<file path="src/bsc_pkg.sv">
// Constants, register map and state types of the burst seat clean block.
// Assumes a 100 MHz system clock and an AXI4-Lite register bus.
//
// Behaviour
// - Burst clean may only be enabled with 2 or 3 solenoids fitted and a successful auto setup.
// - Four presses of menu-select, then confirm while indicator 4 flashes, toggle the enable.
// - The enable is also a parameter written over the serial configuration link.
// - The enable is cleared in the factory default state.
// - A manual restore to factory defaults clears the enable even if it was set.
// - While enabled, a rising upper-lift or lower-push request energises its own solenoid.
// - The solenoid is de-energised as soon as the target reaches that seat's energised position.
// - Each completed pulse gives a two-second handshake on the feedback output and the indicator.
// - Without the upper-lift sensor the pulse ends after the stored push stroke time plus a margin.
// - The fail-safe output drops for codes 16, 19 to 27 and 29 to 31, not for 15, 17, 18 or 28.
// - The main-valve de-energised signal drops only for codes 16, 19 to 22 and 31.
// - The fail-safe output is high whenever no error is present.
package bsc_pkg;

    // ==========================================================
    // Register map
    localparam int            BSC_ADDR_W       = 8;
    localparam logic [7:0]    BSC_OFF_CTRL     = 8'h00;
    localparam logic [7:0]    BSC_OFF_STATUS   = 8'h04;
    localparam logic [7:0]    BSC_OFF_IRQ_STAT = 8'h08;
    localparam logic [7:0]    BSC_OFF_IRQ_MASK = 8'h0C;
    localparam logic [7:0]    BSC_OFF_STROKE   = 8'h10;
    localparam int            BSC_IRQ_DONE     = 0;
    localparam int            BSC_IRQ_FAIL     = 1;
    localparam int            BSC_IRQ_W        = 2;
    localparam logic [31:0]   BSC_STROKE_RST   = 32'h05F5_E100;
    localparam logic [1:0]    BSC_RESP_OKAY    = 2'h0;
    localparam logic [1:0]    BSC_RESP_SLVERR  = 2'h2;

    // ==========================================================
    // Timing
    localparam int            BSC_CLK_KHZ      = 100_000;
    localparam int            BSC_HANDSHAKE_MS = 2000;
    localparam int            BSC_HANDSHAKE_CYC = BSC_HANDSHAKE_MS * BSC_CLK_KHZ;
    localparam int            BSC_MARGIN_MS    = 100;
    localparam int            BSC_MARGIN_CYC   = BSC_MARGIN_MS * BSC_CLK_KHZ;

    // ==========================================================
    // Setup, menu and error codes
    localparam logic [1:0]    BSC_SOL_MIN      = 2'h2;
    localparam logic [2:0]    BSC_MENU_BURST   = 3'h4;
    localparam logic [4:0]    BSC_ERR_TARGET   = 5'h10;
    localparam logic [4:0]    BSC_ERR_SEATSNS  = 5'h13;
    localparam logic [4:0]    BSC_ERR_SNSMISS  = 5'h16;
    localparam logic [4:0]    BSC_ERR_HWFAULT  = 5'h1B;
    localparam logic [4:0]    BSC_ERR_BUTTON   = 5'h1D;
    localparam logic [4:0]    BSC_ERR_STOP     = 5'h1F;

    typedef enum logic [1:0] {ST_IDLE, ST_PULSE, ST_HANDSHAKE} bsc_state_e;

endpackage : bsc_pkg

</file>
<file path="src/bsc_menu_buttons.sv">
// Menu selection on the two control-board buttons.
// Assumes button levels already debounced and synchronous to clock.
`timescale 1ns/10ps
module bsc_menu_buttons
    import bsc_pkg::*;
(
    input  wire logic       clock,
    input  wire logic       rst_n,
    input  wire logic       selectBtn,
    input  wire logic       enterBtn,
    output logic            togglePulse,
    output logic [2:0]      menuIndex
);
    logic       selPrevReg, selPrevNext, entPrevReg, entPrevNext;
    logic       toggleReg, toggleNext;
    logic [2:0] indexReg, indexNext;

    // ==========================================================
    // Press counting
    always_comb begin
        selPrevNext = selectBtn;
        entPrevNext = enterBtn;
        toggleNext  = 1'b0;
        indexNext   = indexReg;
        if (enterBtn && !entPrevReg) begin
            toggleNext = (indexReg == BSC_MENU_BURST);
            indexNext  = 3'h0;
        end else if (selectBtn && !selPrevReg) begin
            indexNext = indexReg + 3'h1;
        end
    end

    always_ff @(posedge clock or negedge rst_n) begin
        if (!rst_n) begin
            selPrevReg <= 1'b0;
            entPrevReg <= 1'b0;
            toggleReg  <= 1'b0;
            indexReg   <= 3'h0;
        end else begin
            selPrevReg <= selPrevNext;
            entPrevReg <= entPrevNext;
            toggleReg  <= toggleNext;
            indexReg   <= indexNext;
        end
    end

    assign togglePulse = toggleReg;
    assign menuIndex   = indexReg;
endmodule : bsc_menu_buttons

</file>
<file path="src/bsc_failsafe.sv">
// Fail-safe valve-state and main-valve de-energised outputs from the error code.
// Assumes the error code input is synchronous and valid while errActive is high.
`timescale 1ns/10ps
module bsc_failsafe
    import bsc_pkg::*;
(
    input  wire logic       clock,
    input  wire logic       rst_n,
    input  wire logic       errActive,
    input  wire logic [4:0] errCode,
    output logic            failSafe,
    output logic            mainDeen
);
    logic fsReg, fsNext, mdReg, mdNext;

    function automatic logic drops_digital(input logic [4:0] c);
        return (c == BSC_ERR_TARGET) || (c >= BSC_ERR_SEATSNS && c <= BSC_ERR_HWFAULT)
            || (c >= BSC_ERR_BUTTON && c <= BSC_ERR_STOP);
    endfunction : drops_digital

    function automatic logic drops_asi(input logic [4:0] c);
        return (c == BSC_ERR_TARGET) || (c >= BSC_ERR_SEATSNS && c <= BSC_ERR_SNSMISS)
            || (c == BSC_ERR_STOP);
    endfunction : drops_asi

    always_comb begin
        fsNext = !(errActive && drops_digital(errCode));
        mdNext = !(errActive && drops_asi(errCode));
    end

    always_ff @(posedge clock or negedge rst_n) begin
        if (!rst_n) begin
            fsReg <= 1'b1;
            mdReg <= 1'b1;
        end else begin
            fsReg <= fsNext;
            mdReg <= mdNext;
        end
    end

    assign failSafe = fsReg;
    assign mainDeen = mdReg;
endmodule : bsc_failsafe

</file>
<file path="src/bsc_burst_clean.sv">
// Burst seat clean sequencer with AXI4-Lite registers and interrupt.
// Assumes all inputs synchronous to clock; setup results come from the setup logic.
//
// The implementer's own choices: the AXI4-Lite slave port and the address map.
`timescale 1ns/10ps
module bsc_burst_clean
    import bsc_pkg::*;
#(
    parameter int HANDSHAKE_CYC = BSC_HANDSHAKE_CYC,
    parameter int MARGIN_CYC    = BSC_MARGIN_CYC
)(
    input  wire logic                  clock,
    input  wire logic                  rst_n,
    input  wire logic [bsc_pkg::BSC_ADDR_W-1:0] s_axi_awaddr,
    input  wire logic                  s_axi_awvalid,
    output logic                       s_axi_awready,
    input  wire logic [31:0]           s_axi_wdata,
    input  wire logic [3:0]            s_axi_wstrb,
    input  wire logic                  s_axi_wvalid,
    output logic                       s_axi_wready,
    output logic [1:0]                 s_axi_bresp,
    output logic                       s_axi_bvalid,
    input  wire logic                  s_axi_bready,
    input  wire logic [bsc_pkg::BSC_ADDR_W-1:0] s_axi_araddr,
    input  wire logic                  s_axi_arvalid,
    output logic                       s_axi_arready,
    output logic [31:0]                s_axi_rdata,
    output logic [1:0]                 s_axi_rresp,
    output logic                       s_axi_rvalid,
    input  wire logic                  s_axi_rready,
    input  wire logic [1:0]            solenoidCount,
    input  wire logic                  setupOk,
    input  wire logic                  noUslSensor,
    input  wire logic                  factoryRestore,
    input  wire logic                  selectBtn,
    input  wire logic                  enterBtn,
    input  wire logic                  reqUsl,
    input  wire logic                  reqLsp,
    input  wire logic                  posUslReached,
    input  wire logic                  posLspReached,
    input  wire logic                  errActive,
    input  wire logic [4:0]            errCode,
    output logic                       solUsl,
    output logic                       solLsp,
    output logic                       handshakeOut,
    output logic                       indicatorOut,
    output logic                       failSafe,
    output logic                       mainDeen,
    output logic                       irq
);
    import bsc_pkg::*;

    // ==========================================================
    // Declarations
    logic                    awHeldReg, awHeldNext, wHeldReg, wHeldNext;
    logic [BSC_ADDR_W-1:0]   awAddrReg, awAddrNext;
    logic [31:0]             wDataReg, wDataNext;
    logic                    wLane0Reg, wLane0Next;
    logic                    awRdyReg, awRdyNext, wRdyReg, wRdyNext;
    logic                    bValReg, bValNext, arRdyReg, arRdyNext, rValReg, rValNext;
    logic [1:0]              bRespReg, bRespNext, rRespReg, rRespNext;
    logic [31:0]             rDataReg, rDataNext;
    logic                    doWrite, wrCtrl;
    logic                    burstEnReg, burstEnNext;
    logic [31:0]             strokeReg, strokeNext;
    logic [BSC_IRQ_W-1:0]    irqStatReg, irqStatNext, irqMaskReg, irqMaskNext;
    logic                    irqReg, irqNext;
    bsc_state_e              stateReg, stateNext;
    logic                    seatLspReg, seatLspNext;
    logic [31:0]             cntReg, cntNext;
    logic                    uslPrevReg, lspPrevReg;
    logic                    solUslReg, solUslNext, solLspReg, solLspNext;
    logic                    hsReg, hsNext, ledReg, ledNext;
    logic                    fsPrevReg;
    logic                    allowed, riseUsl, riseLsp, reached, timedOut, pulseDone;
    logic                    btnToggle;
    logic [2:0]              menuIndex;

    function automatic logic addr_is(input logic [BSC_ADDR_W-1:0] a,
                                     input logic [7:0] off);
        return {a[BSC_ADDR_W-1:2], 2'h0} == off;
    endfunction : addr_is

    // ==========================================================
    // Submodules
    bsc_menu_buttons u_menu (
        .clock       (clock),
        .rst_n       (rst_n),
        .selectBtn   (selectBtn),
        .enterBtn    (enterBtn),
        .togglePulse (btnToggle),
        .menuIndex   (menuIndex)
    );

    bsc_failsafe u_fs (
        .clock     (clock),
        .rst_n     (rst_n),
        .errActive (errActive),
        .errCode   (errCode),
        .failSafe  (failSafe),
        .mainDeen  (mainDeen)
    );

    // ==========================================================
    // AXI4-Lite slave
    always_comb begin
        awHeldNext = awHeldReg;
        wHeldNext  = wHeldReg;
        awAddrNext = awAddrReg;
        wDataNext  = wDataReg;
        wLane0Next = wLane0Reg;
        bValNext   = bValReg;
        bRespNext  = bRespReg;
        rValNext   = rValReg;
        rRespNext  = rRespReg;
        rDataNext  = rDataReg;
        doWrite    = awHeldReg && wHeldReg && !bValReg;
        if (s_axi_awvalid && awRdyReg) begin
            awHeldNext = 1'b1;
            awAddrNext = s_axi_awaddr;
        end
        if (s_axi_wvalid && wRdyReg) begin
            wHeldNext  = 1'b1;
            wDataNext  = s_axi_wdata;
            wLane0Next = s_axi_wstrb[0];
        end
        if (doWrite) begin
            awHeldNext = 1'b0;
            wHeldNext  = 1'b0;
            bValNext   = 1'b1;
            bRespNext  = (awAddrReg[BSC_ADDR_W-1:2] <= BSC_OFF_STROKE[7:2])
                         ? BSC_RESP_OKAY : BSC_RESP_SLVERR;
        end else if (bValReg && s_axi_bready) begin
            bValNext = 1'b0;
        end
        if (s_axi_arvalid && arRdyReg) begin
            rValNext  = 1'b1;
            rRespNext = BSC_RESP_OKAY;
            rDataNext = 32'h0;
            if (addr_is(s_axi_araddr, BSC_OFF_CTRL)) begin
                rDataNext[0] = burstEnReg;
            end else if (addr_is(s_axi_araddr, BSC_OFF_STATUS)) begin
                rDataNext[10:0] = {menuIndex, 1'b0, mainDeen, failSafe, hsReg,
                                   solLspReg, solUslReg, allowed, burstEnReg};
            end else if (addr_is(s_axi_araddr, BSC_OFF_IRQ_STAT)) begin
                rDataNext[BSC_IRQ_W-1:0] = irqStatReg;
            end else if (addr_is(s_axi_araddr, BSC_OFF_IRQ_MASK)) begin
                rDataNext[BSC_IRQ_W-1:0] = irqMaskReg;
            end else if (addr_is(s_axi_araddr, BSC_OFF_STROKE)) begin
                rDataNext = strokeReg;
            end else begin
                rRespNext = BSC_RESP_SLVERR;
            end
        end else if (rValReg && s_axi_rready) begin
            rValNext = 1'b0;
        end
        awRdyNext = !awHeldNext && !bValNext;
        wRdyNext  = !wHeldNext && !bValNext;
        arRdyNext = !rValNext;
    end

    always_ff @(posedge clock or negedge rst_n) begin
        if (!rst_n) begin
            awHeldReg <= 1'b0;
            wHeldReg  <= 1'b0;
            awAddrReg <= '0;
            wDataReg  <= 32'h0;
            wLane0Reg <= 1'b0;
            awRdyReg  <= 1'b0;
            wRdyReg   <= 1'b0;
            bValReg   <= 1'b0;
            bRespReg  <= BSC_RESP_OKAY;
            arRdyReg  <= 1'b0;
            rValReg   <= 1'b0;
            rRespReg  <= BSC_RESP_OKAY;
            rDataReg  <= 32'h0;
        end else begin
            awHeldReg <= awHeldNext;
            wHeldReg  <= wHeldNext;
            awAddrReg <= awAddrNext;
            wDataReg  <= wDataNext;
            wLane0Reg <= wLane0Next;
            awRdyReg  <= awRdyNext;
            wRdyReg   <= wRdyNext;
            bValReg   <= bValNext;
            bRespReg  <= bRespNext;
            arRdyReg  <= arRdyNext;
            rValReg   <= rValNext;
            rRespReg  <= rRespNext;
            rDataReg  <= rDataNext;
        end
    end

    // ==========================================================
    // Control registers and interrupt
    always_comb begin
        allowed     = setupOk && (solenoidCount >= BSC_SOL_MIN);
        wrCtrl      = doWrite && wLane0Reg && addr_is(awAddrReg, BSC_OFF_CTRL);
        burstEnNext = burstEnReg;
        if (btnToggle) begin
            burstEnNext = !burstEnReg;
        end
        if (wrCtrl) begin
            burstEnNext = wDataReg[0];
        end
        if (!allowed || factoryRestore) begin
            burstEnNext = 1'b0;
        end
        strokeNext  = strokeReg;
        irqMaskNext = irqMaskReg;
        irqStatNext = irqStatReg;
        if (doWrite && addr_is(awAddrReg, BSC_OFF_STROKE)) begin
            strokeNext = wDataReg;
        end
        if (doWrite && wLane0Reg && addr_is(awAddrReg, BSC_OFF_IRQ_MASK)) begin
            irqMaskNext = wDataReg[BSC_IRQ_W-1:0];
        end
        if (doWrite && wLane0Reg && addr_is(awAddrReg, BSC_OFF_IRQ_STAT)) begin
            irqStatNext = irqStatReg & ~wDataReg[BSC_IRQ_W-1:0];
        end
        if (pulseDone) begin
            irqStatNext[BSC_IRQ_DONE] = 1'b1;
        end
        if (fsPrevReg && !failSafe) begin
            irqStatNext[BSC_IRQ_FAIL] = 1'b1;
        end
        irqNext = |(irqStatNext & irqMaskNext);
    end

    always_ff @(posedge clock or negedge rst_n) begin
        if (!rst_n) begin
            burstEnReg <= 1'b0;
            strokeReg  <= BSC_STROKE_RST;
            irqMaskReg <= '0;
            irqStatReg <= '0;
            irqReg     <= 1'b0;
            fsPrevReg  <= 1'b1;
        end else begin
            burstEnReg <= burstEnNext;
            strokeReg  <= strokeNext;
            irqMaskReg <= irqMaskNext;
            irqStatReg <= irqStatNext;
            irqReg     <= irqNext;
            fsPrevReg  <= failSafe;
        end
    end

    // ==========================================================
    // Burst pulse sequencer
    always_comb begin
        riseUsl     = reqUsl && !uslPrevReg;
        riseLsp     = reqLsp && !lspPrevReg;
        reached     = seatLspReg ? posLspReached : posUslReached;
        timedOut    = cntReg >= strokeReg + 32'(MARGIN_CYC);
        pulseDone   = 1'b0;
        stateNext   = stateReg;
        seatLspNext = seatLspReg;
        cntNext     = cntReg;
        solUslNext  = solUslReg;
        solLspNext  = solLspReg;
        hsNext      = hsReg;
        ledNext     = ledReg;
        case (stateReg)
            ST_IDLE: begin
                cntNext = 32'h0;
                if (burstEnReg && (riseUsl || riseLsp)) begin
                    stateNext   = ST_PULSE;
                    seatLspNext = !riseUsl;
                    solUslNext  = riseUsl;
                    solLspNext  = !riseUsl;
                end
            end
            ST_PULSE: begin
                cntNext = cntReg + 32'h1;
                if (noUslSensor ? timedOut : reached) begin
                    pulseDone  = 1'b1;
                    stateNext  = ST_HANDSHAKE;
                    cntNext    = 32'h0;
                    solUslNext = 1'b0;
                    solLspNext = 1'b0;
                    hsNext     = 1'b1;
                    ledNext    = 1'b1;
                end
            end
            ST_HANDSHAKE: begin
                cntNext = cntReg + 32'h1;
                if (cntReg == 32'(HANDSHAKE_CYC - 1)) begin
                    stateNext = ST_IDLE;
                    hsNext    = 1'b0;
                    ledNext   = 1'b0;
                end
            end
            default: begin
                stateNext  = ST_IDLE;
                solUslNext = 1'b0;
                solLspNext = 1'b0;
                hsNext     = 1'b0;
                ledNext    = 1'b0;
            end
        endcase
    end

    always_ff @(posedge clock or negedge rst_n) begin
        if (!rst_n) begin
            stateReg   <= ST_IDLE;
            seatLspReg <= 1'b0;
            cntReg     <= 32'h0;
            uslPrevReg <= 1'b0;
            lspPrevReg <= 1'b0;
            solUslReg  <= 1'b0;
            solLspReg  <= 1'b0;
            hsReg      <= 1'b0;
            ledReg     <= 1'b0;
        end else begin
            stateReg   <= stateNext;
            seatLspReg <= seatLspNext;
            cntReg     <= cntNext;
            uslPrevReg <= reqUsl;
            lspPrevReg <= reqLsp;
            solUslReg  <= solUslNext;
            solLspReg  <= solLspNext;
            hsReg      <= hsNext;
            ledReg     <= ledNext;
        end
    end

    assign s_axi_awready = awRdyReg;
    assign s_axi_wready  = wRdyReg;
    assign s_axi_bresp   = bRespReg;
    assign s_axi_bvalid  = bValReg;
    assign s_axi_arready = arRdyReg;
    assign s_axi_rdata   = rDataReg;
    assign s_axi_rresp   = rRespReg;
    assign s_axi_rvalid  = rValReg;
    assign solUsl        = solUslReg;
    assign solLsp        = solLspReg;
    assign handshakeOut  = hsReg;
    assign indicatorOut  = ledReg;
    assign irq           = irqReg;

    // ==========================================================
    // Checks
    logic        seenReg;
    logic [31:0] hsLenReg;
    always_ff @(posedge clock or negedge rst_n) begin
        if (!rst_n) begin
            seenReg  <= 1'b0;
            hsLenReg <= 32'h0;
        end else begin
            seenReg  <= 1'b1;
            hsLenReg <= hsReg ? hsLenReg + 32'h1 : 32'h0;
        end
    end
endmodule : bsc_burst_clean

</file>
<file path="config.mk">
export PLATFORM = sky130hd
export DESIGN_NAME = bsc_burst_clean
export DESIGN_NICKNAME = d
export VERILOG_FILES = /design/src/bsc_pkg.sv /design/src/bsc_menu_buttons.sv /design/src/bsc_failsafe.sv /design/src/bsc_burst_clean.sv
export SDC_FILE = /design/constraint.sdc
export NUM_CORES = 1
export LEC_CHECK = 0
export BUFFER_PORTS_ARGS = -buffer_cell sky130_fd_sc_hd__buf_2
export CORE_ASPECT_RATIO = 0.8
export CORE_MARGIN = 2
export CORE_UTILIZATION = 35
export DETAILED_ROUTE_END_ITERATION = 8
export GPL_TIMING_DRIVEN = 0
export PLACE_DENSITY_LB_ADDON = 0.05
export REMOVE_ABC_BUFFERS = 1
export SETUP_SLACK_MARGIN = 0.5
export SLEW_MARGIN = 15
export SYNTH_ARGS = -nofsm -noshare
export SYNTH_HDL_FRONTEND = slang
export SYNTH_SLANG_ARGS = --single-unit
</file>
<file path="constraint.sdc">
create_clock -name clock -period 5 [get_ports clock]
set_input_delay 0.5 -clock clock [delete_from_list [all_inputs] [get_ports clock]]
set_output_delay 0.5 -clock clock [all_outputs]
set_load 0.1 [all_outputs]
</file>
==> metrics.txt, run 1 <==
Slowest cell on crit path=dfstp_2; worst-margin pin slew=929 ps; height of the die=143 µm; Final Power=4.75 mW; synth unique cells=65; DRC Markers=0; Worst setup SP type=flip-flop; sequential share of the synthesized area=0.494; cell count after synthesis=817; first-pass GRT wire length=34.2 mm; CP Capture Type=flip-flop; GRT Overall Usage=0.172; post-route ant nets=0; via density per instance=5.13; Layout Skew=12.7 ps; Detailed Place HPWL=15.1 mm; hold crit path type=in2async; outcome=finished clean; I/O pin count=around 120; clock power share=0.280; number of flops mapped to enable cells by yosys=0; sw power=roughly 1.7 mW; peak supply drop=0.230 mV; largest area contributor in the netlist=dfrtp_1; reg2reg setup slack=710 ps; Root Buffer=clkbuf_16; CP arrival=approximately 4600 ps; Clk Latency, worst-skew pair=440 ps; Mean Syn Cell Area=10.4 µm²; worst endpoint required time=5320 ps; Placer Congestion=0.777; Largest stage delay, worst path=590 ps; TritonCTS clock tree=done; Register-to-Register Path Depth=18; Die Span X=178 µm; drt total wl=20.7 mm; Pins Over Slew Limit=0; Placement Setup Slack=-559 ps; crit path buf inv count=2; cell mode on critical path=o31a_1; commonest cells after routing, fill and taps aside=151 x dfrtp_1, 119 x nand2_1, 116 x buf_2; ANT cells=0; initial antenna violation count=0; Vias=~6,400; switching share of power=0.357; Pre-antenna DRT Iters=4; vias in the first global route=6,501; Crit Path Category=reg2reg; Layout area overhead=20.6%; asr flop ratio synth=1.00; share of layout cells above drive strength 1=0.299; final worst slack=about 710 ps; hold slack=21.5 ps; Pint=approximately 3 mW; Clock transition at path regs=70 ps; number of I/O port buffers=113; WL per Instance=16.5 µm; number of synthesis warnings=0; Total Neg Setup Slack=0 ps; reg2reg start=strokeReg[8]$_DFFE_PN1P_; H-tree depth reported by CTS=4; DR iter-0 viols=379; Comb pwr share=0.294; RSZ-0062 raised after global routing=no; #FFs+latches synth=about 170; MaxCap Viol Count=0; core area=roughly 24,000 µm²; Final Hold Fails=0; final period utilization=0.858; Initial Util=0.360; num rows=50; largest net degree at the start of global routing=91; synthesized cell area=around 8500 µm²; most common cell after layout, fill and taps aside=dfrtp_1; Sink Count=167; nets@finish=1,048; Slew headroom=0.378; Tmin final=4290 ps; CTS Buf Count=17; synth top area cells=dfrtp_1 45%, mux2_2 9.8%, ha_1 5.9%; leak pwr=between 4 and 5 nW; worst-path cell chain=ha_4, o31a_1, o211ai_1, buf_4, a21o_4, a21oi_4, or2_4, nand4_1, xor2_1, ha_1, nand2_1, or3_4, a2111oi_4, o31a_1, o31ai_4, buf_12, and2b_4, a221o_1; remaining global-route overflow=0; cell family with most CP delay=compound AO/OA/AOI/OAI gates; Pwr per Cell Area=463 nW/µm²; Final setup viols=0; post-synth top area share=0.448; Bufs on Longest Clock Path=2; max frequency=around 230 MHz; die area=approximately 26,000 µm²; Seq pwr share=0.425; hold_buf cts=0; Most used DFF post-synth=dfrtp_1; reg2reg end=cntReg[28]$_DFFE_PN0P_; Max FO, Critical Path=19
[cells by family after synthesis]
group	share of synthesized area
xor gates and xnor gates	0.0268
muxes	0.0993
DFF	0.494
AOI/OAI and AO/OA	0.128
buffers and inverters	0.0326
other	0.000442
and+or+nand+nor	0.159
adders and majority gates	0.0589
[worst max-delay path by stage]
| stage | startpoint | end | slack, ps | depth (start not counted) |
|---|---|---|---|---|
| after floorplan | strokeReg[7]$_DFFE_PN0P_ | cntReg[18]$_DFFE_PN0P_ | 650 | 16 |
| after global placement | s_axi_araddr[3] | s_axi_rdata[1]$_DFFE_PN0P_ | -1780 | 7 |
| after detailed placement | strokeReg[7]$_DFFE_PN0P_ | cntReg[28]$_DFFE_PN0P_ | -560 | 16 |
| after CTS | strokeReg[7]$_DFFE_PN0P_ | cntReg[28]$_DFFE_PN0P_ | 510 | 18 |
| after global routing | strokeReg[7]$_DFFE_PN0P_ | solLsp$_DFFE_PN0P_ | 490 | 16 |
| final | strokeReg[8]$_DFFE_PN1P_ | cntReg[28]$_DFFE_PN0P_ | 710 | 18 |
[timing repair]
| item | 4_1_cts | 5_1_grt |
|---|---|---|
| setup endpoints to repair | 39 | 35 |
| pin swaps | 5 | 3 |
| cloned | 1 | 0 |
| setup buffers | 3 | 2 |
| resized for setup | 13 | 11 |
[cells in the mapped netlist (15+ instances only)]
cell	count
o21ai_0	46
nand4_1	16
dfstp_2	15
ha_1	40
inv_1	33
a21oi_1	26
clkbuf_1	27
nand2_1	121
nand3_1	36
dfrtp_1	152
nor2_1	39
mux2_2	74
[sequential cells by signal (all words and copies together), names as in the netlist, 2 cells and up]
register          cells
u_menu.menuIndex      3
irqMaskReg            2
awAddrReg             6
cntReg               32
s_axi_rdata          32
irqStatReg            2
strokeReg            32
wDataReg             32
stateReg              2
[power by group through the flow]
stage                     clock [mW]  sequential [mW]  combinational, mW
after floorplan                    0             2.16              0.777
after global placement             0             2.01               1.25
after detailed placement           0             2.03               1.32
after CTS                       1.37             2.02               1.39
after global routing            1.42             2.08               1.54
final                           1.33             2.02               1.40
[routing by layer]
layer,GRT usage,vias up,share of wire
li1,-,3161,-
met1,0.253,3164,0.51
met2,0.258,111,0.44
met3,0.0328,13,0.042
met4,0.0453,0,0.0098
met5,0,-,0
[through the flow]
stage / cell area, µm² / std cells / utilization
after floorplan: 8340 / 782 / -
after global placement: 9300 / 1207 / 0.394
after detailed placement: 9500 / 1219 / 0.403
after CTS: 10200 / 1255 / 0.431
after global routing: 10200 / 1257 / 0.434
final: 10200 / 1257 / 0.434
[final cells by class]
class                      count  area [µm²]
clock inverter                13         134
tap                          312         390
multi-input combinational    583        4150
inverter                      33         124
sequential                   167        4200
fill                        2244       13300
clock buffer                  19         453
timing repair buffer         130         793
Note: power is estimated with default switching activity, not from simulation.
==> run 2, diff against run 1 <==
CORE_UTILIZATION = 25   (was 35)
==> run 2 against run 1 <==
  * Via count is 2.3% lower
  * Setup slack worse by 25 ps
  * Cell count is 10% higher
  * Cell area is 1.7% higher
  * Sequential share of layout area shrank 0.67 points
  * Worst hold slack got worse by 2.9 ps
  * Sequential power hardly changed
  * Largest power group unchanged
==> metrics.txt, run 2 (same netlist as run 1, synthesis figures left out) <==
ANT cells=0 (unchanged); reg2reg end=cntReg[28]$_DFFE_PN0P_ (unchanged); first-pass GRT wire length=37.0 mm (was 34.2 mm); DR iter-0 viols=337 (was 379); CP arrival=4640 ps (was 4610 ps); Placer Congestion=0.695 (was 0.777); TritonCTS clock tree=done (unchanged); MaxCap Viol Count=0 (unchanged); leak pwr=4.69 nW (was 4.68 nW); height of the die=169 µm (was 143 µm); hold crit path type=in2async (unchanged); Vias=6,303 (was 6,449); post-route ant nets=0 (unchanged); num rows=60 (was 50); drt total wl=23.3 mm (was 20.7 mm); vias in the first global route=6,333 (was 6,501); Final Power=4.75 mW (about the same); Detailed Place HPWL=16.8 mm (was 15.1 mm); Sink Count=167 (unchanged); Total Neg Setup Slack=0 ps (unchanged); core area=33,600 µm² (was 23,600 µm²); reg2reg start=strokeReg[8]$_DFFE_PN1P_ (unchanged); Register-to-Register Path Depth=18 (unchanged); Root Buffer=clkbuf_16 (unchanged); initial antenna violation count=0 (unchanged); max frequency=232 MHz (was 233 MHz); Pwr per Cell Area=457 nW/µm² (was 463 nW/µm²); Slew headroom=0.343 (was 0.378); remaining global-route overflow=0 (unchanged); via density per instance=4.55 (was 5.13); largest net degree at the start of global routing=90 (was 91); hold_buf cts=0 (unchanged); share of layout cells above drive strength 1=0.303 (was 0.299); FF+latch area=4200 µm² (about the same); Max FO, Critical Path=7 (was 19); Util after Layout=0.310 (was 0.434); Crit Path Category=reg2reg (unchanged); number of I/O port buffers=113 (unchanged); Layout Skew=17.5 ps (was 12.7 ps); Die Span X=210 µm (was 178 µm); Layout area overhead=22.6% (was 20.6%); GRT Overall Usage=0.137 (was 0.172); count of non-filler cells in the finished layout=1,384 (was 1,257); CTS Buf Count=17 (unchanged); Initial Util=0.253 (was 0.360); Clock transition at path regs=80 ps (was 70 ps); most common cell after layout, fill and taps aside=dfrtp_1 (unchanged); Filler Cells Inserted=3,536 (was 2,244); final period utilization=0.863 (was 0.858); worst-margin pin slew=981 ps (was 929 ps); commonest cells after routing, fill and taps aside=150 x dfrtp_1, 119 x nand2_1, 116 x buf_2 (was 151 x dfrtp_1, 119 x nand2_1, 116 x buf_2); peak supply drop=0.166 mV (was 0.230 mV); WL per Instance=16.8 µm (was 16.5 µm); reg2reg setup slack=680 ps (was 710 ps); H-tree depth reported by CTS=4 (unchanged); CP Capture Type=flip-flop (unchanged); nets@finish=1,053 (was 1,048); worst endpoint required time=5320 ps (about the same); Final Hold Fails=0 (unchanged); Tmin final=4320 ps (was 4290 ps); area of the multi-input gates=4130 µm² (was 4150 µm²); Pre-antenna DRT Iters=4 (unchanged); Placed Cells=1,343 (was 1,219); RSZ-0062 raised after global routing=no (unchanged); hold slack=18.5 ps (was 21.5 ps); Worst setup SP type=flip-flop (unchanged); outcome=finished clean (unchanged); Final setup viols=0 (unchanged); DRC Markers=0 (unchanged); Bufs on Longest Clock Path=2 (unchanged); I/O pin count=124 (unchanged); Clk Latency, worst-skew pair=450 ps (was 440 ps); die area=35,500 µm² (was 25,500 µm²); Pins Over Slew Limit=0 (unchanged)
## run 2: changes by cell type in the layout (fill, tap and decap cells not counted), moves of 2 or more
cell,delta
buf_12,+2
clkbuf_8,-2
clkinvlp_4,+3
inv_6,-5
buf_16,-2
buf_6,+3
clkinv_2,+2
## run 2: repair_timing
action	CTS	global route
gates resized for setup	15	7
endpoints found under the setup margin	39	18
pin swaps	6	2
endpoints found under the hold margin	0	0
buffers inserted	4	4
cloned	1	0
## run 2: worst max-delay path by stage
| stage | from | endpoint | slack (ps) |
|---|---|---|---|
| CTS | strokeReg[8]$_DFFE_PN1P_ | cntReg[30]$_DFFE_PN0P_ | 530 |
| detailed placement | strokeReg[9]$_DFFE_PN0P_ | cntReg[30]$_DFFE_PN0P_ | -800 |
| global placement | s_axi_araddr[3] | s_axi_rdata[1]$_DFFE_PN0P_ | -2560 |
| floorplan | strokeReg[7]$_DFFE_PN0P_ | cntReg[18]$_DFFE_PN0P_ | 650 |
| global route | strokeReg[8]$_DFFE_PN1P_ | irq$_DFF_PN0_ | 510 |
| finish | strokeReg[8]$_DFFE_PN1P_ | cntReg[28]$_DFFE_PN0P_ | 680 |
## run 2: report_power, final
| group | switching, mW | internal [mW] |
|---|---|---|
| Combinational | 0.784 | 0.607 |
| Clock | 0.600 | 0.740 |
| Sequential | 0.309 | 1.71 |
| Total | 1.69 | 3.06 |
## run 2: through the flow
| stage | setup slack [ps] | cell area [µm²] |
|---|---|---|
| 3_3_place_gp | -2560 | 9450 |
| 4_1_cts | 533 | 10300 |
| 5_1_grt | 505 | 10400 |
| 6_report | 684 | 10400 |
| 3_5_place_dp | -800 | 9660 |
| 2_1_floorplan | 645 | 8340 |
## run 2: metal layers
metal  wire, µm  up-vias  GRT usage  part of all wire
met3        825        7     0.0353             0.035
met1      12700     3063      0.209              0.54
met2       9590       75      0.191              0.41
li1           -     3158          -                 -
met4        170        0     0.0302            0.0073
met5          0        -          0                 0
## run 2: cell type report
type | count | share of cell area
clock inverters | 14 | 0.0147
multi-input cells | 583 | 0.397
repair buffers | 135 | 0.0801
well taps | 434 | 0.0521
inverters | 33 | 0.0119
clock buffers | 18 | 0.0412
flip-flops and latches | 167 | 0.403
## run 2: critical path, cell delays in order, from the launching register on
cell and delay, ps:
dfstp_2 570, ha_2 210, o31a_1 200, o211ai_1 110, buf_4 160, a21o_4 220
a21oi_4 150, or2_4 160, nand4_1 110, xor2_1 170, ha_1 300, nand2_1 70
or3_4 400, a2111oi_4 240, o31a_1 340, o31ai_4 130, buf_8 160, and2b_4 210
a221o_1 290
==> run 3, diff against run 2 <==
CORE_ASPECT_RATIO = unset   (was 0.8)
clock period = 5.5 ns   (was 5 ns; I/O delays follow)
==> run 3 against run 2 <==
  * Clock skew fell by 5.2 ps
  * Setup slack improved by 97 ps
  * Clock power fell by 3%
  * Sequential power fell by 8%
  * Maximum frequency fell by 8.5%
  * Combinational power fell by 12%
  * Power fell by 8.0%
  * Global-route usage fell by 0.31 points
  * Cell area fell by 0.58%
  * Largest cell class unchanged
==> metrics.txt, run 3 (same netlist as run 1, synthesis figures left out) <==
outcome=finished clean (unchanged); Final Power=4.37 mW (was 4.75 mW); share of layout cells above drive strength 1=0.289 (was 0.303); Sink Count=167 (unchanged); Layout Skew=12.3 ps (was 17.5 ps); WL per Instance=16.3 µm (was 16.8 µm); drt total wl=22.7 mm (was 23.3 mm); post-route ant nets=0 (unchanged); I/O pin count=124 (unchanged); Initial Util=0.253 (about the same); Max FO, Critical Path=13 (was 7); CP Launch Point=strokeReg[7]$_DFFE_PN0P_ (was strokeReg[8]$_DFFE_PN1P_); worst-path cell chain=ha_1, o31a_1, o211ai_1, a21o_1, a21oi_1, or2_2, nand2_1, xor2_1, ha_1, nand4_1, or3_4, a2111oi_4, o31a_1, o31ai_4, buf_8, and2b_4, a221o_1 (was ha_2, o31a_1, o211ai_1, buf_4, a21o_4, a21oi_4, or2_4, nand4_1, xor2_1, ha_1, nand2_1, or3_4, a2111oi_4, o31a_1, o31ai_4, buf_8, and2b_4, a221o_1); peak supply drop=0.249 mV (was 0.166 mV); vias in the first global route=6,426 (was 6,333); Detailed Place HPWL=16.5 mm (was 16.8 mm); remaining global-route overflow=0 (unchanged); Placed Cells=1,356 (was 1,343); H-tree depth reported by CTS=4 (unchanged); most common cell after layout, fill and taps aside=dfrtp_1 (unchanged); CP Capture Type=flip-flop (unchanged); MaxCap Viol Count=0 (unchanged); core area=33,500 µm² (was 33,600 µm²); height of the die=188 µm (was 169 µm); Die Span X=188 µm (was 210 µm); Layout area overhead=21.9% (was 22.6%); worst-margin pin slew=844 ps (was 981 ps); CP arrival=5040 ps (was 4640 ps); Vias=6,279 (was 6,303); worst endpoint required time=5820 ps (was 5320 ps); count of non-filler cells in the finished layout=1,392 (was 1,384); reg2reg setup slack=780 ps (was 680 ps); via density per instance=4.51 (was 4.55); Util after Layout=0.309 (was 0.310); Pwr per Cell Area=423 nW/µm² (was 457 nW/µm²); Final setup viols=0 (unchanged); Largest stage delay, worst path=450 ps (was 570 ps); GRT Overall Usage=0.134 (was 0.137); first-pass GRT wire length=36.9 mm (was 37.0 mm); Final Hold Fails=0 (unchanged); Clk Latency, worst-skew pair=430 ps (was 450 ps); number of I/O port buffers=113 (unchanged); CTS Buf Count=17 (unchanged); max frequency=212 MHz (was 232 MHz); crit path capture=cntReg[30]$_DFFE_PN0P_ (was cntReg[28]$_DFFE_PN0P_); largest net degree at the start of global routing=89 (was 90); initial antenna violation count=2 (was 0); TritonCTS clock tree=done (unchanged); reg2reg end=cntReg[30]$_DFFE_PN0P_ (was cntReg[28]$_DFFE_PN0P_); Slowest cell on crit path=or3_4 (was dfstp_2); final period utilization=0.858 (was 0.863); DRC Markers=0 (unchanged); Slew headroom=0.435 (was 0.343); hold crit path type=in2async (unchanged); Total Neg Setup Slack=0 ps (unchanged); Pre-antenna DRT Iters=4 (unchanged); nets@finish=1,046 (was 1,053); reg2reg start=strokeReg[7]$_DFFE_PN0P_ (was strokeReg[8]$_DFFE_PN1P_); RSZ-0062 raised after global routing=no (unchanged); commonest cells after routing, fill and taps aside=152 x dfrtp_1, 119 x nand2_1, 117 x buf_2 (was 150 x dfrtp_1, 119 x nand2_1, 116 x buf_2); Tmin final=4720 ps (was 4320 ps); DR iter-0 viols=298 (was 337); Root Buffer=clkbuf_16 (unchanged); Placer Congestion=0.700 (was 0.695); Pins Over Slew Limit=0 (unchanged); leak pwr=4.67 nW (was 4.69 nW); Register-to-Register Path Depth=17 (was 18); Clock transition at path regs=70 ps (was 80 ps); Filler Cells Inserted=3,531 (was 3,536); num rows=67 (was 60); Bufs on Longest Clock Path=2 (unchanged); die area=35,500 µm² (about the same); Crit Path Category=reg2reg (unchanged); Worst setup SP type=flip-flop (unchanged)
==> run 3: cell types whose count changed in the layout (fill, tap and decap cells not counted), moves of 2 or more <==
cell        change
inv_6           -2
bufinv_16       +2
buf_6           -3
clkinvlp_4      -2
dfrtp_2         -2
o21ai_1         +2
dfrtp_1         +2
diode_2         +2
buf_4           -3
==> run 3: cell type report <==
type	count	area, µm²	area share
Multi-Input combinational cell	582	4080	0.394
Timing Repair Buffer	129	763	0.0737
Antenna cell	2	5.00	0.000483
Tap cell	448	561	0.0541
Clock inverter	11	175	0.0169
Inverter	33	124	0.0120
Clock buffer	20	447	0.0431
Sequential cell	167	4200	0.405
==> run 3: how the worst min path moves through the flow <==
stage                             from                       end  slack [ps]  depth (start not counted)
2_1_floorplan                    rst_n  awAddrReg[2]$_DFFE_PN0P_         250                          0
3_3_place_gp   u_fs.failSafe$_DFF_PN1_       fsPrevReg$_DFF_PN1_         380                          0
3_5_place_dp   u_fs.failSafe$_DFF_PN1_       fsPrevReg$_DFF_PN1_         380                          0
4_1_cts                          rst_n   wDataReg[1]$_DFFE_PN0P_         160                          1
5_1_grt                          rst_n   wDataReg[1]$_DFFE_PN0P_         170                          1
6_report                         rst_n   wDataReg[1]$_DFFE_PN0P_         140                          1
==> run 3: routing by layer <==
| layer | vias up | part of all wire | GRT usage |
|---|---|---|---|
| li1 | 3154 | - | - |
| met1 | 3034 | 0.51 | 0.193 |
| met2 | 74 | 0.44 | 0.198 |
| met3 | 15 | 0.034 | 0.0313 |
| met4 | 2 | 0.013 | 0.0382 |
| met5 | - | 0.00057 | 0 |
==> run 3: per-stage QoR <==
| stage | hold slack (ps) | setup slack (ps) | cell area, µm² |
|---|---|---|---|
| 2_1_floorplan | 254 | 1150 | 8340 |
| 3_3_place_gp | 378 | -1710 | 9470 |
| 3_5_place_dp | 379 | -231 | 9660 |
| 4_1_cts | 157 | 487 | 10300 |
| 5_1_grt | 169 | 499 | 10300 |
| 6_report | 137 | 781 | 10400 |
==> run 3: repair_timing <==
item / 4_1_cts / 5_1_grt
gates resized for setup: 7 / 3
cloned: 0 / 0
setup buffers: 1 / 2
hold buffers: 0 / 0
endpoints found under the hold margin: 0 / 0
pin swaps: 1 / 2
setup endpoints to repair: 38 / 15
==> run 3: worst max-delay path, delay by kind of cell, from the launching register on <==
| kind | cells | cell delay (ps) |
|---|---|---|
| simple gates | 5 | 1270 |
| buf+inv | 1 | 200 |
| xor+xnor | 1 | 70 |
| compound gates | 8 | 2060 |
| flops | 1 | 440 |
| fa+ha+maj | 2 | 560 |
==> run 3: report_power, final <==
part | total, mW | internal, mW | switching [mW] | leakage [nW]
registers | 1.85 | 1.56 | 0.289 | 2.14
logic | 1.23 | 0.533 | 0.696 | 2.23
clock network | 1.30 | 0.773 | 0.527 | 0.296
